===== config.mk =====
export PLATFORM = sky130hd
export DESIGN_NAME = oec_out_ep_cfg
export DESIGN_NICKNAME = d
export VERILOG_FILES = /design/src/rtl/oec_pkg.sv /design/src/rtl/oec_bufsel.sv /design/src/rtl/oec_out_ep_cfg.sv
export SDC_FILE = /design/constraint.sdc
export NUM_CORES = 1
export LEC_CHECK = 0
export BUFFER_PORTS_ARGS = -buffer_cell sky130_fd_sc_hd__buf_2
export CORE_MARGIN = 2
export CORE_UTILIZATION = 35
export DETAILED_ROUTE_END_ITERATION = 6
export SYNTH_ARGS = -nofsm -noshare
export SYNTH_HDL_FRONTEND = slang
export SYNTH_SLANG_ARGS = --single-unit
export TNS_END_PERCENT = 20

===== constraint.sdc =====
create_clock -name i_mclk -period 2 [get_ports i_mclk]
set_clock_uncertainty 0.2 [all_clocks]
set_input_delay 0.1 -clock i_mclk [delete_from_list [all_inputs] [get_ports i_mclk]]
set_output_delay 0.1 -clock i_mclk [all_outputs]
set_load 0.05 [all_outputs]

===== src/rtl/oec_pkg.sv =====
// Package for the OUT endpoint configuration byte block.
// Assumes one 50 MHz clock and a synchronous active-high reset.
package oec_pkg;
    // Register indices on the plain register port
    localparam logic [1:0] ADDR_CFG = 2'h0;
    localparam logic [1:0] ADDR_IRQ_STAT = 2'h1;
    localparam logic [1:0] ADDR_IRQ_MASK = 2'h2;
    localparam logic [1:0] ADDR_STATUS = 2'h3;
    // Configuration byte field positions
    localparam int CFG_EN = 7;
    localparam int CFG_ISO = 6;
    localparam int CFG_TOGGLE = 5;
    localparam int CFG_DUAL = 4;
    localparam int CFG_STALL = 3;
    localparam int CFG_IE = 2;
    localparam logic [7:0] CFG_RESV_MASK = 8'h03;
    localparam logic [7:0] CFG_RESET = 8'h00;
    // Interrupt status bit positions
    localparam int IRQ_DONE = 0;
    localparam int IRQ_STALLED = 1;
    localparam int IRQ_AUTOSTALL = 2;
    localparam logic [2:0] IRQ_RESET = 3'h0;
    // Transaction results towards the link side
    typedef enum logic [1:0] {OEC_HS_NONE, OEC_HS_ACK, OEC_HS_NAK, OEC_HS_STALL} oec_hs_e;
endpackage


===== src/rtl/oec_bufsel.sv =====
// Buffer selector: picks the X or Y packet buffer for each OUT data packet.
// Assumes the caller pulses i_adv once per accepted packet.
`timescale 1ns/1ps
module oec_bufsel (
    input wire logic i_mclk,
    input wire logic i_rst,
    input wire logic i_dual,
    input wire logic i_adv,
    output logic o_use_y
);
    typedef struct packed {logic y;} oec_sel_s;
    oec_sel_s s_q, s_d;

    // Alternate only in dual mode; single mode pins X so Y is never written
    always_comb
    begin
        s_d = s_q;
        if (!i_dual)
            s_d.y = 1'b0;
        else if (i_adv)
            s_d.y = ~s_q.y;
    end

    always_ff @(posedge i_mclk)
    begin
        if (i_rst)
            s_q <= '0;
        else
            s_q <= s_d;
    end

    assign o_use_y = s_q.y;

    a_single_x_only: assert property (@(posedge i_mclk) disable iff (i_rst)
        !i_dual |=> !o_use_y) else $error("Y buffer chosen in single mode");
    a_dual_alternate: assert property (@(posedge i_mclk) disable iff (i_rst)
        (i_dual && i_adv && $past(i_dual)) |=> (o_use_y != $past(o_use_y)))
        else $error("Dual mode did not alternate");
endmodule // oec_bufsel


===== src/rtl/oec_out_ep_cfg.sv =====
// OUT endpoint configuration byte with buffer manager actions and interrupts.
// Assumes the link engine presents one-cycle transaction pulses on the clock.
// Assumes software keeps the reserved bits and the isochronous bit clear.
//
// Contract
// - Buffer manager flips the toggle bit after a good OUT data packet with expected PID.
// - Dual buffer bit set: X and Y buffers used alternately for OUT packets.
// - Dual buffer bit clear: only X buffer receives data, Y untouched.
// - Interrupt enable bit gates this endpoint's interrupt; clear means no interrupt.
`timescale 1ns/1ps
module oec_out_ep_cfg
(
    input wire logic i_mclk,
    input wire logic i_rst,
    input wire logic [1:0] i_addr,
    input wire logic [7:0] i_wdata,
    input wire logic i_wr,
    input wire logic i_rd,
    input wire logic i_tok_out,
    input wire logic i_tok_setup,
    input wire logic i_pkt_ok,
    input wire logic i_pid_data1,
    input wire logic i_overlong,
    output logic [7:0] o_rdata,
    output logic [1:0] o_handshake,
    output logic o_wr_x,
    output logic o_wr_y,
    output logic o_irq
);
    import oec_pkg::*;

    // All block state but the buffer selector lives in one register image; reset loads the defaults
    typedef struct packed {
        logic [7:0] cfg;
        logic [2:0] stat;
        logic [2:0] mask;
        logic [7:0] rdata;
        logic [1:0] hs;
        logic wr_x;
        logic wr_y;
        logic irq;
    } oec_state_s;

    oec_state_s s_q, s_d;
    // Decode results shared by the next-state logic and the checks
    logic use_y;
    logic accept;
    logic stall_hit;
    logic [2:0] ev;

    // Read value of a register index
    function automatic logic [7:0] rd_mux(input logic [1:0] a, input oec_state_s s,
                                          input logic y);
        case (a)
            ADDR_CFG: rd_mux = s.cfg & ~CFG_RESV_MASK;
            ADDR_IRQ_STAT: rd_mux = {5'h00, s.stat};
            ADDR_IRQ_MASK: rd_mux = {5'h00, s.mask};
            ADDR_STATUS: rd_mux = {7'h00, y};
            default: rd_mux = 8'h00;
        endcase
    endfunction

    // Register strobe decode, used by the next-state logic and the checks
    function automatic logic reg_hit(input logic strobe, input logic [1:0] a,
                                     input logic [1:0] idx);
        reg_hit = strobe && (a == idx);
    endfunction

    // Selector state sits apart so its alternation can be checked on its own
    oec_bufsel u_sel (
        .i_mclk(i_mclk),
        .i_rst(i_rst),
        .i_dual(s_q.cfg[CFG_DUAL]),
        .i_adv(accept),
        .o_use_y(use_y)
    );

    // Transaction decode; setup stages bypass stall so a clear request can land
    always_comb
    begin
        stall_hit = s_q.cfg[CFG_EN] && i_tok_out && s_q.cfg[CFG_STALL];
        accept = s_q.cfg[CFG_EN] && !s_q.cfg[CFG_ISO] && i_tok_out && i_pkt_ok
                 && !s_q.cfg[CFG_STALL] && (i_pid_data1 == s_q.cfg[CFG_TOGGLE]);
        // Events feed the sticky status bits below
        ev = '0;
        ev[IRQ_DONE] = accept || (s_q.cfg[CFG_EN] && i_tok_setup && i_pkt_ok);
        ev[IRQ_STALLED] = stall_hit;
        ev[IRQ_AUTOSTALL] = s_q.cfg[CFG_EN] && i_overlong;
    end

    // Next state: register writes, buffer manager updates, events
    always_comb
    begin
        s_d = s_q;
        if (reg_hit(i_wr, i_addr, ADDR_CFG))
            s_d.cfg = i_wdata & ~CFG_RESV_MASK;
        if (reg_hit(i_wr, i_addr, ADDR_IRQ_MASK))
            s_d.mask = i_wdata[2:0];
        // Hardware updates follow the write so they win a same-cycle collision
        if (accept)
            s_d.cfg[CFG_TOGGLE] = ~s_q.cfg[CFG_TOGGLE];
        if (s_q.cfg[CFG_EN] && i_overlong)
            s_d.cfg[CFG_STALL] = 1'b1;
        // Write-one-to-clear, but a same-cycle event wins
        if (reg_hit(i_wr, i_addr, ADDR_IRQ_STAT))
            s_d.stat = s_q.stat & ~i_wdata[2:0];
        s_d.stat = s_d.stat | ev;
        s_d.rdata = i_rd ? rd_mux(i_addr, s_q, use_y) : 8'h00;
        // Setup first, so a stalled control pipe can still take its clear request
        // A NAK is never made here; flow control belongs to the link engine
        if (i_tok_setup && s_q.cfg[CFG_EN])
            s_d.hs = i_pkt_ok ? OEC_HS_ACK : OEC_HS_NONE;
        else if (stall_hit)
            s_d.hs = OEC_HS_STALL;
        else if (i_tok_out && s_q.cfg[CFG_EN])
            s_d.hs = (i_pkt_ok && !s_q.cfg[CFG_ISO]) ? OEC_HS_ACK : OEC_HS_NONE;
        else
            s_d.hs = OEC_HS_NONE;
        // The selector lags a dual-bit change by one cycle, so gate Y with the bit itself
        s_d.wr_x = accept && !(use_y && s_q.cfg[CFG_DUAL]);
        s_d.wr_y = accept && use_y && s_q.cfg[CFG_DUAL];
        // Mask and per-endpoint enable both gate the line, taken from the next image
        s_d.irq = s_d.cfg[CFG_IE] && |(s_d.stat & s_d.mask);
    end

    // One register stage for the whole image; reset is synchronous
    always_ff @(posedge i_mclk)
    begin
        if (i_rst)
        begin
            s_q <= '0;
            s_q.cfg <= CFG_RESET;
            s_q.stat <= IRQ_RESET;
        end
        else
            s_q <= s_d;
    end

    // Every output comes straight from the register image
    assign o_rdata = s_q.rdata;
    assign o_handshake = s_q.hs;
    assign o_wr_x = s_q.wr_x;
    assign o_wr_y = s_q.wr_y;
    assign o_irq = s_q.irq;

    // Checks on the buffer manager side; all on the one clock, quiet during reset
    // Toggle flips on every accepted packet, even against a software write
    a_toggle_flip: assert property (@(posedge i_mclk) disable iff (i_rst)
        accept |=> (s_q.cfg[CFG_TOGGLE] != $past(s_q.cfg[CFG_TOGGLE])))
        else $error("Toggle did not flip");
    a_toggle_hold: assert property (@(posedge i_mclk) disable iff (i_rst)
        !(accept || reg_hit(i_wr, i_addr, ADDR_CFG)) |=> $stable(s_q.cfg[CFG_TOGGLE]))
        else $error("Toggle moved without a packet");
    a_pid_mismatch: assert property (@(posedge i_mclk) disable iff (i_rst)
        (s_q.cfg[CFG_EN] && !s_q.cfg[CFG_ISO] && !s_q.cfg[CFG_STALL] && i_tok_out
         && i_pkt_ok && (i_pid_data1 != s_q.cfg[CFG_TOGGLE]))
        |=> (o_handshake == OEC_HS_ACK && !o_wr_x && !o_wr_y))
        else $error("Repeated packet was stored");
    a_ack_store: assert property (@(posedge i_mclk) disable iff (i_rst)
        accept |=> (o_handshake == OEC_HS_ACK && (o_wr_x || o_wr_y)))
        else $error("Accepted packet not stored");

    // Buffer choice: single mode stores only in X, dual mode follows the selector
    a_single_no_y: assert property (@(posedge i_mclk) disable iff (i_rst)
        !s_q.cfg[CFG_DUAL] |=> !o_wr_y) else $error("Y written in single mode");
    a_single_x_store: assert property (@(posedge i_mclk) disable iff (i_rst)
        (accept && !s_q.cfg[CFG_DUAL]) |=> (o_wr_x && !o_wr_y))
        else $error("Single mode packet not in X");
    a_dual_alt: assert property (@(posedge i_mclk) disable iff (i_rst)
        (o_wr_x && s_q.cfg[CFG_DUAL] && $past(s_q.cfg[CFG_DUAL])) |-> !o_wr_y)
        else $error("Both buffers written");
    a_dual_next_y: assert property (@(posedge i_mclk) disable iff (i_rst)
        (accept && s_q.cfg[CFG_DUAL] && use_y) |=> (o_wr_y && !o_wr_x))
        else $error("Dual mode skipped the Y buffer");

    // Interrupt line follows enable, mask and status with no extra lag
    a_irq_gated: assert property (@(posedge i_mclk) disable iff (i_rst)
        !s_q.cfg[CFG_IE] |-> !o_irq) else $error("Interrupt while disabled");
    a_irq_level: assert property (@(posedge i_mclk) disable iff (i_rst)
        o_irq == (s_q.cfg[CFG_IE] && |(s_q.stat & s_q.mask)))
        else $error("Interrupt level out of step");
    a_stat_set_wins: assert property (@(posedge i_mclk) disable iff (i_rst)
        (ev != 3'h0) |=> ((s_q.stat & $past(ev)) == $past(ev)))
        else $error("Event lost against a clear");
    a_stat_clear: assert property (@(posedge i_mclk) disable iff (i_rst)
        (reg_hit(i_wr, i_addr, ADDR_IRQ_STAT) && ev == 3'h0)
        |=> ((s_q.stat & $past(i_wdata[2:0])) == 3'h0))
        else $error("Status bit not cleared");

    // Reserved bits never hold or read back a one
    a_resv_zero: assert property (@(posedge i_mclk) disable iff (i_rst)
        (s_q.cfg & CFG_RESV_MASK) == 8'h00) else $error("Reserved bits set");
    a_resv_read: assert property (@(posedge i_mclk) disable iff (i_rst)
        reg_hit(i_rd, i_addr, ADDR_CFG) |=> (o_rdata[1:0] == 2'h0))
        else $error("Reserved bits read back");

    // Stall: OUT answered with a stall, setup always taken, only software clears
    a_stall_answer: assert property (@(posedge i_mclk) disable iff (i_rst)
        (stall_hit && !i_tok_setup) |=> o_handshake == OEC_HS_STALL)
        else $error("Stall not answered");
    a_stall_no_store: assert property (@(posedge i_mclk) disable iff (i_rst)
        stall_hit |=> (!o_wr_x && !o_wr_y))
        else $error("Stalled packet was stored");
    a_setup_accept: assert property (@(posedge i_mclk) disable iff (i_rst)
        (i_tok_setup && i_pkt_ok && s_q.cfg[CFG_EN]) |=> o_handshake == OEC_HS_ACK)
        else $error("Setup not accepted");
    a_setup_no_stall: assert property (@(posedge i_mclk) disable iff (i_rst)
        (i_tok_setup && s_q.cfg[CFG_EN]) |=> (o_handshake != OEC_HS_STALL))
        else $error("Setup stage was stalled");
    a_autostall_set: assert property (@(posedge i_mclk) disable iff (i_rst)
        (s_q.cfg[CFG_EN] && i_overlong) |=> s_q.cfg[CFG_STALL] && s_q.stat[IRQ_AUTOSTALL])
        else $error("Overlong write did not stall");
    a_stall_hold: assert property (@(posedge i_mclk) disable iff (i_rst)
        (s_q.cfg[CFG_STALL] && !reg_hit(i_wr, i_addr, ADDR_CFG)) |=> s_q.cfg[CFG_STALL])
        else $error("Stall bit dropped by hardware");

    // Isochronous select leaves this byte's handshakes and stores silent
    a_iso_quiet: assert property (@(posedge i_mclk) disable iff (i_rst)
        (s_q.cfg[CFG_ISO] && !s_q.cfg[CFG_STALL] && i_tok_out && !i_tok_setup)
        |=> (o_handshake == OEC_HS_NONE && !o_wr_x && !o_wr_y))
        else $error("Isochronous packet answered");
endmodule // oec_out_ep_cfg


# After elaboration in Yosys (flattened, before gate mapping)
# Cells that the tools add are included.
# word_totals
out_inout_bits	13
ff_bits	26
input_bits	19
# op_classes
bitwise	8
muxes	11
reduce_logical	29
n_eq_ne	4
# ops
operator	count
$pmux W8 S4	1
$logic_and A1 B1 Y1	19
$and A3 B3 Y3	2
$mux W3	2
$mux W6	1
$mux W1	5
$eq A2 B2 Y1 const B	2
$mux W2	2
$not A1 Y1	4
$reduce_bool A2 Y1	2
$reduce_or A2 Y1	2
$logic_not A1 Y1	3
$not A3 Y3	1
$or A3 B3 Y3	1
$reduce_or A3 Y1	1
$eq A2 B1 Y1 const B	1
$logic_not A2 Y1	1
$eq A1 B1 Y1	1
$logic_or A1 B1 Y1	1

# Longest topological paths before layout
# depth
word_depth	11
depth_mapped	6
mapped_depth_nobuf	4

# Hierarchy
# A second synthesis with hierarchy kept.
# hier_totals
hier_cells	111
area_unflattened_um2	1109.8
# by_module_without_submodules
module	cells_each	n_inst	area_per_inst_um2
oec_out_ep_cfg	108	1	1068.5
oec_bufsel	3	1	41.3

# Worst setup path after synthesis
# Ideal clock, no wire load.
# synth_timing
kind	register to register
from	reg s_q[26] (netlist name)
to	reg u_sel.s_q (netlist: u_sel.o_use_y)
stages_incl_launch_ff	7
arrival_time_ns	1.252
t_required_ns	1.685
setup_slack_ns	0.433
cell_sequence	dfxtp_1 > buf_4 > nand4b_1 > or3_1 > buf_2 > xnor2_1 > and2_1
# synth_via
elab_chain_cells	5
# synth_lines
item	line	text
start, declared	oec_out_ep_cfg.sv:44	oec_state_s s_q, s_d;
$logic_and A1 B1 Y1 (3 in a row)	oec_out_ep_cfg.sv:82	accept = s_q.cfg[CFG_EN] && !s_q.cfg[CFG_ISO] && i_tok_out && i_pkt_ok
$logic_and A1 B1 Y1 (2 in a row)	oec_out_ep_cfg.sv:83	&& !s_q.cfg[CFG_STALL] && (i_pid_data1 == s_q.cfg[CFG_TOGGLE]);
end signal, assigned	oec_bufsel.sv:27	s_q <= '0;
end signal, assigned	oec_bufsel.sv:29	s_q <= s_d;
end, declared	oec_bufsel.sv:12	oec_sel_s s_q, s_d;
# Every way passes these cells.
# A chain may end at the register's enable or synchronous reset.

# Final worst setup path
# layout_timing
from	reg s_q[26] (netlist name)
to	reg s_q, in the netlist o_handshake[0]
# layout_via
elab_chain_cells	4
word_cells_on_any_way	6
cone_classes	3 x mux; 3 x reduce/logical
# layout_lines
item	line	text
$logic_and A1 B1 Y1	oec_out_ep_cfg.sv:81, oec_out_ep_cfg.sv:115	
$mux W1 / $logic_and A1 B1 Y1 (equally long branches)	oec_out_ep_cfg.sv:115, oec_out_ep_cfg.sv:81	
$mux W2	oec_out_ep_cfg.sv:113	else if (stall_hit)
$mux W2 *	oec_out_ep_cfg.sv:111	if (i_tok_setup && s_q.cfg[CFG_EN])
# Mark *: on every way between the ends. The rest lies on a longest branch, timed or not.

==> results.md <==
* Largest net degree at the start of global routing at 18
* Longest Clk Path Bufs at 2
* Worst Hold Depth at 3
* #FFs+latches synth at 26
* Routed Antenna Nets at 0
* Worst Path Max Fanout at 8
* Clk_lat worst skew at 0.32 ns
* Crit path time final at 1.78 ns
* Critical Path Source Type: flop
* Global-route wire length before repair at 3.61 mm
* HP Class: input pin to flop
* Port bufs at 31
* Vias per cell at 4.61
* Routed WL per cell at 11.6 µm
* Root Buffer: clkbuf_4
* Final Max Tran Viols at 0
* CP Class: flop to flop
* Yosys warns at 0
* Post-synth EDFFs at 0
* Yosys top cell by area: dfxtp_1
* Critical Path AT at 1.85 ns
* Tot GR Track Use at 13.6%
* Reg clk slew, reported paths at 0.12 ns
* Total chip power at 851 µW
* Diode count at 0
* CTS tree: done
* PD cells at 597 nW/µm²
* FP Rows at 20
* CP Capture Type: flop
* Yosys top cell area share at 47.3%
* Syn_nets at 129
* Endpoints failing setup at 0
* Num CTS Buffers at 3
* Max Clk Rate at 562 MHz
* Synth unique cells at 35
* Area grow syn2layout at 29.7%
* Number of global-route vias before repair at 847
* Top cells by count, synth: dfxtp_1, nor2_1, buf_4, mux2i_1, a21oi_1
* CTS resizes at 0
* Lkg Pwr at 0.000635 µW
* Outcome: finished, final reports clean
* Max VDD drop at 0.181 mV
* Syn_area_per_cell at 10.0 µm²
* Largest cells by area after synthesis: dfxtp_1, buf_4, mux2i_1
* Max Cap Viol at 0
* Final period util at 89.0%
* Mapped Area at 1100 µm²
* Most frequent cell after synthesis: dfxtp_1
* GPL Wtd Cong at 0.841
* Hold Vio Cnt, Final at 0
* Final setup TNS at 0 ns
* DRC viols at 0
* H-tree depth at 1
* Clock sinks at 26
* Post-CTS setup buffer count at 0
* Share of cells above drive strength 1 at 27.0%
* Post-CTS Hold Fix Bufs at 20
* I/O Pins at 32
* Worst Path Required at 2.07 ns
* Grt ovf at 0
* Core Region at 3030 µm²
* Nets at 169
* Die width at 60.1 µm
* DPL Wire Length at 1.63 mm
* Post-synthesis sequential area ratio at 47.3%
* Most used flip-flop cell after synthesis: dfxtp_1
* Relative slew margins at 69.6%
* Synthesized instance count at 110
* Synth async-reset ratio at 0%
* RSZ-0062 raised after global routing: false
* WHS at 0.0279 ns
* Total die area at 3610 µm²
* Drt first pass iters at 4
* Initial Util at 36.3%
* Initial antenna violation count at 0
* Worst-margin pin slew at 0.456 ns
* Final wirelength at 2.22 mm
* Initial DRC count at 21
* Via count at 885
* R2R depth at 5
* Die Height at 60.1 µm
==> layout by cell type (no fill, tap or decap), types with 2 or more instances in the layout <==
| cell type | n |
|---|---|
| a21oi_1 | 6 |
| nor2_1 | 14 |
| clkbuf_4 | 3 |
| nor3_1 | 2 |
| nand2_1 | 3 |
| nor2b_1 | 4 |
| nand4b_1 | 3 |
| dlygate4sd3_1 | 20 |
| mux2i_1 | 8 |
| dfxtp_1 | 26 |
| and2_1 | 5 |
| a22oi_1 | 2 |
| buf_2 | 31 |
==> metrics by stage <==
stage | cells | utilization (%) | instance area, µm² | setup slack, ns
finish | 192 | 47.1 | 1430 | 0.221
global route | 192 | 47.1 | 1430 | 0.0915
CTS | 192 | 47.1 | 1430 | 0.221
detailed placement | 169 | 39.8 | 1200 | 0.275
global placement | 169 | 39.8 | 1200 | 0.332
floorplan | 110 | - | 1100 | 0.433
==> layout make-up <==
type,instances,area [µm²]
Tap cell,44,55.1
Multi-Input combinational cell,68,473
Clock buffer,3,22.5
Sequential cell,26,520
Timing Repair Buffer,51,355
Fill cell,300,1600
==> path summary, 6_finish.rpt <==
check	start	endpoint	slack, ns
min reg2reg	s_q[23]	o_wr_x	0.27
max	s_q[26]	o_handshake[0]	0.22
min	i_wr	s_q[18]	0.03
max reg2reg	s_q[26]	o_handshake[0]	0.22
==> worst max-delay path, cell delays in order, from the launching register on <==
cell and delay, ns:
dfxtp_1 0.47, nand3_1 0.19, a21oi_1 0.18, a31oi_1 0.05, nor2_1 0.10, dlygate4sd3_1 0.54
==> registers in the layout, indices dropped and copies added, names as in the netlist <==
signal,cells
s_q,12
u_sel.o_use_y,1
o_irq,1
o_wr_y,1
o_handshake,2
o_wr_x,1
o_rdata,8
==> cells by family (layout without fill, tap and decap cells) <==
logic type	Yosys count	after routing	synth area share, %
flip-flops	26	26	47.3
XOR/XNOR	2	2	1.59
buffers and inverters	16	54	9.67
multiplexers	10	10	9.33
AND/OR/NAND/NOR	38	38	20.5
AO/OA/AOI/OAI	18	18	11.6
==> layer usage <==
metal  up-vias  wire length (µm)  global-route usage, %
met5         -                 0                      0
met4         0                43                   7.62
met3         4                97                   2.16
met2        22              1170                   25.0
met1       413               909                   14.6
li1        446                 -                      -
==> where the power goes <==
part / leakage (µW) / switching (µW) / internal (µW)
Combinational: 0.000411 / 47.3 / 54.5
Sequential: 0.000210 / 6.09 / 527
Clock: 0.0000138 / 146 / 70.6
Note: power is estimated with default switching activity, not from simulation.
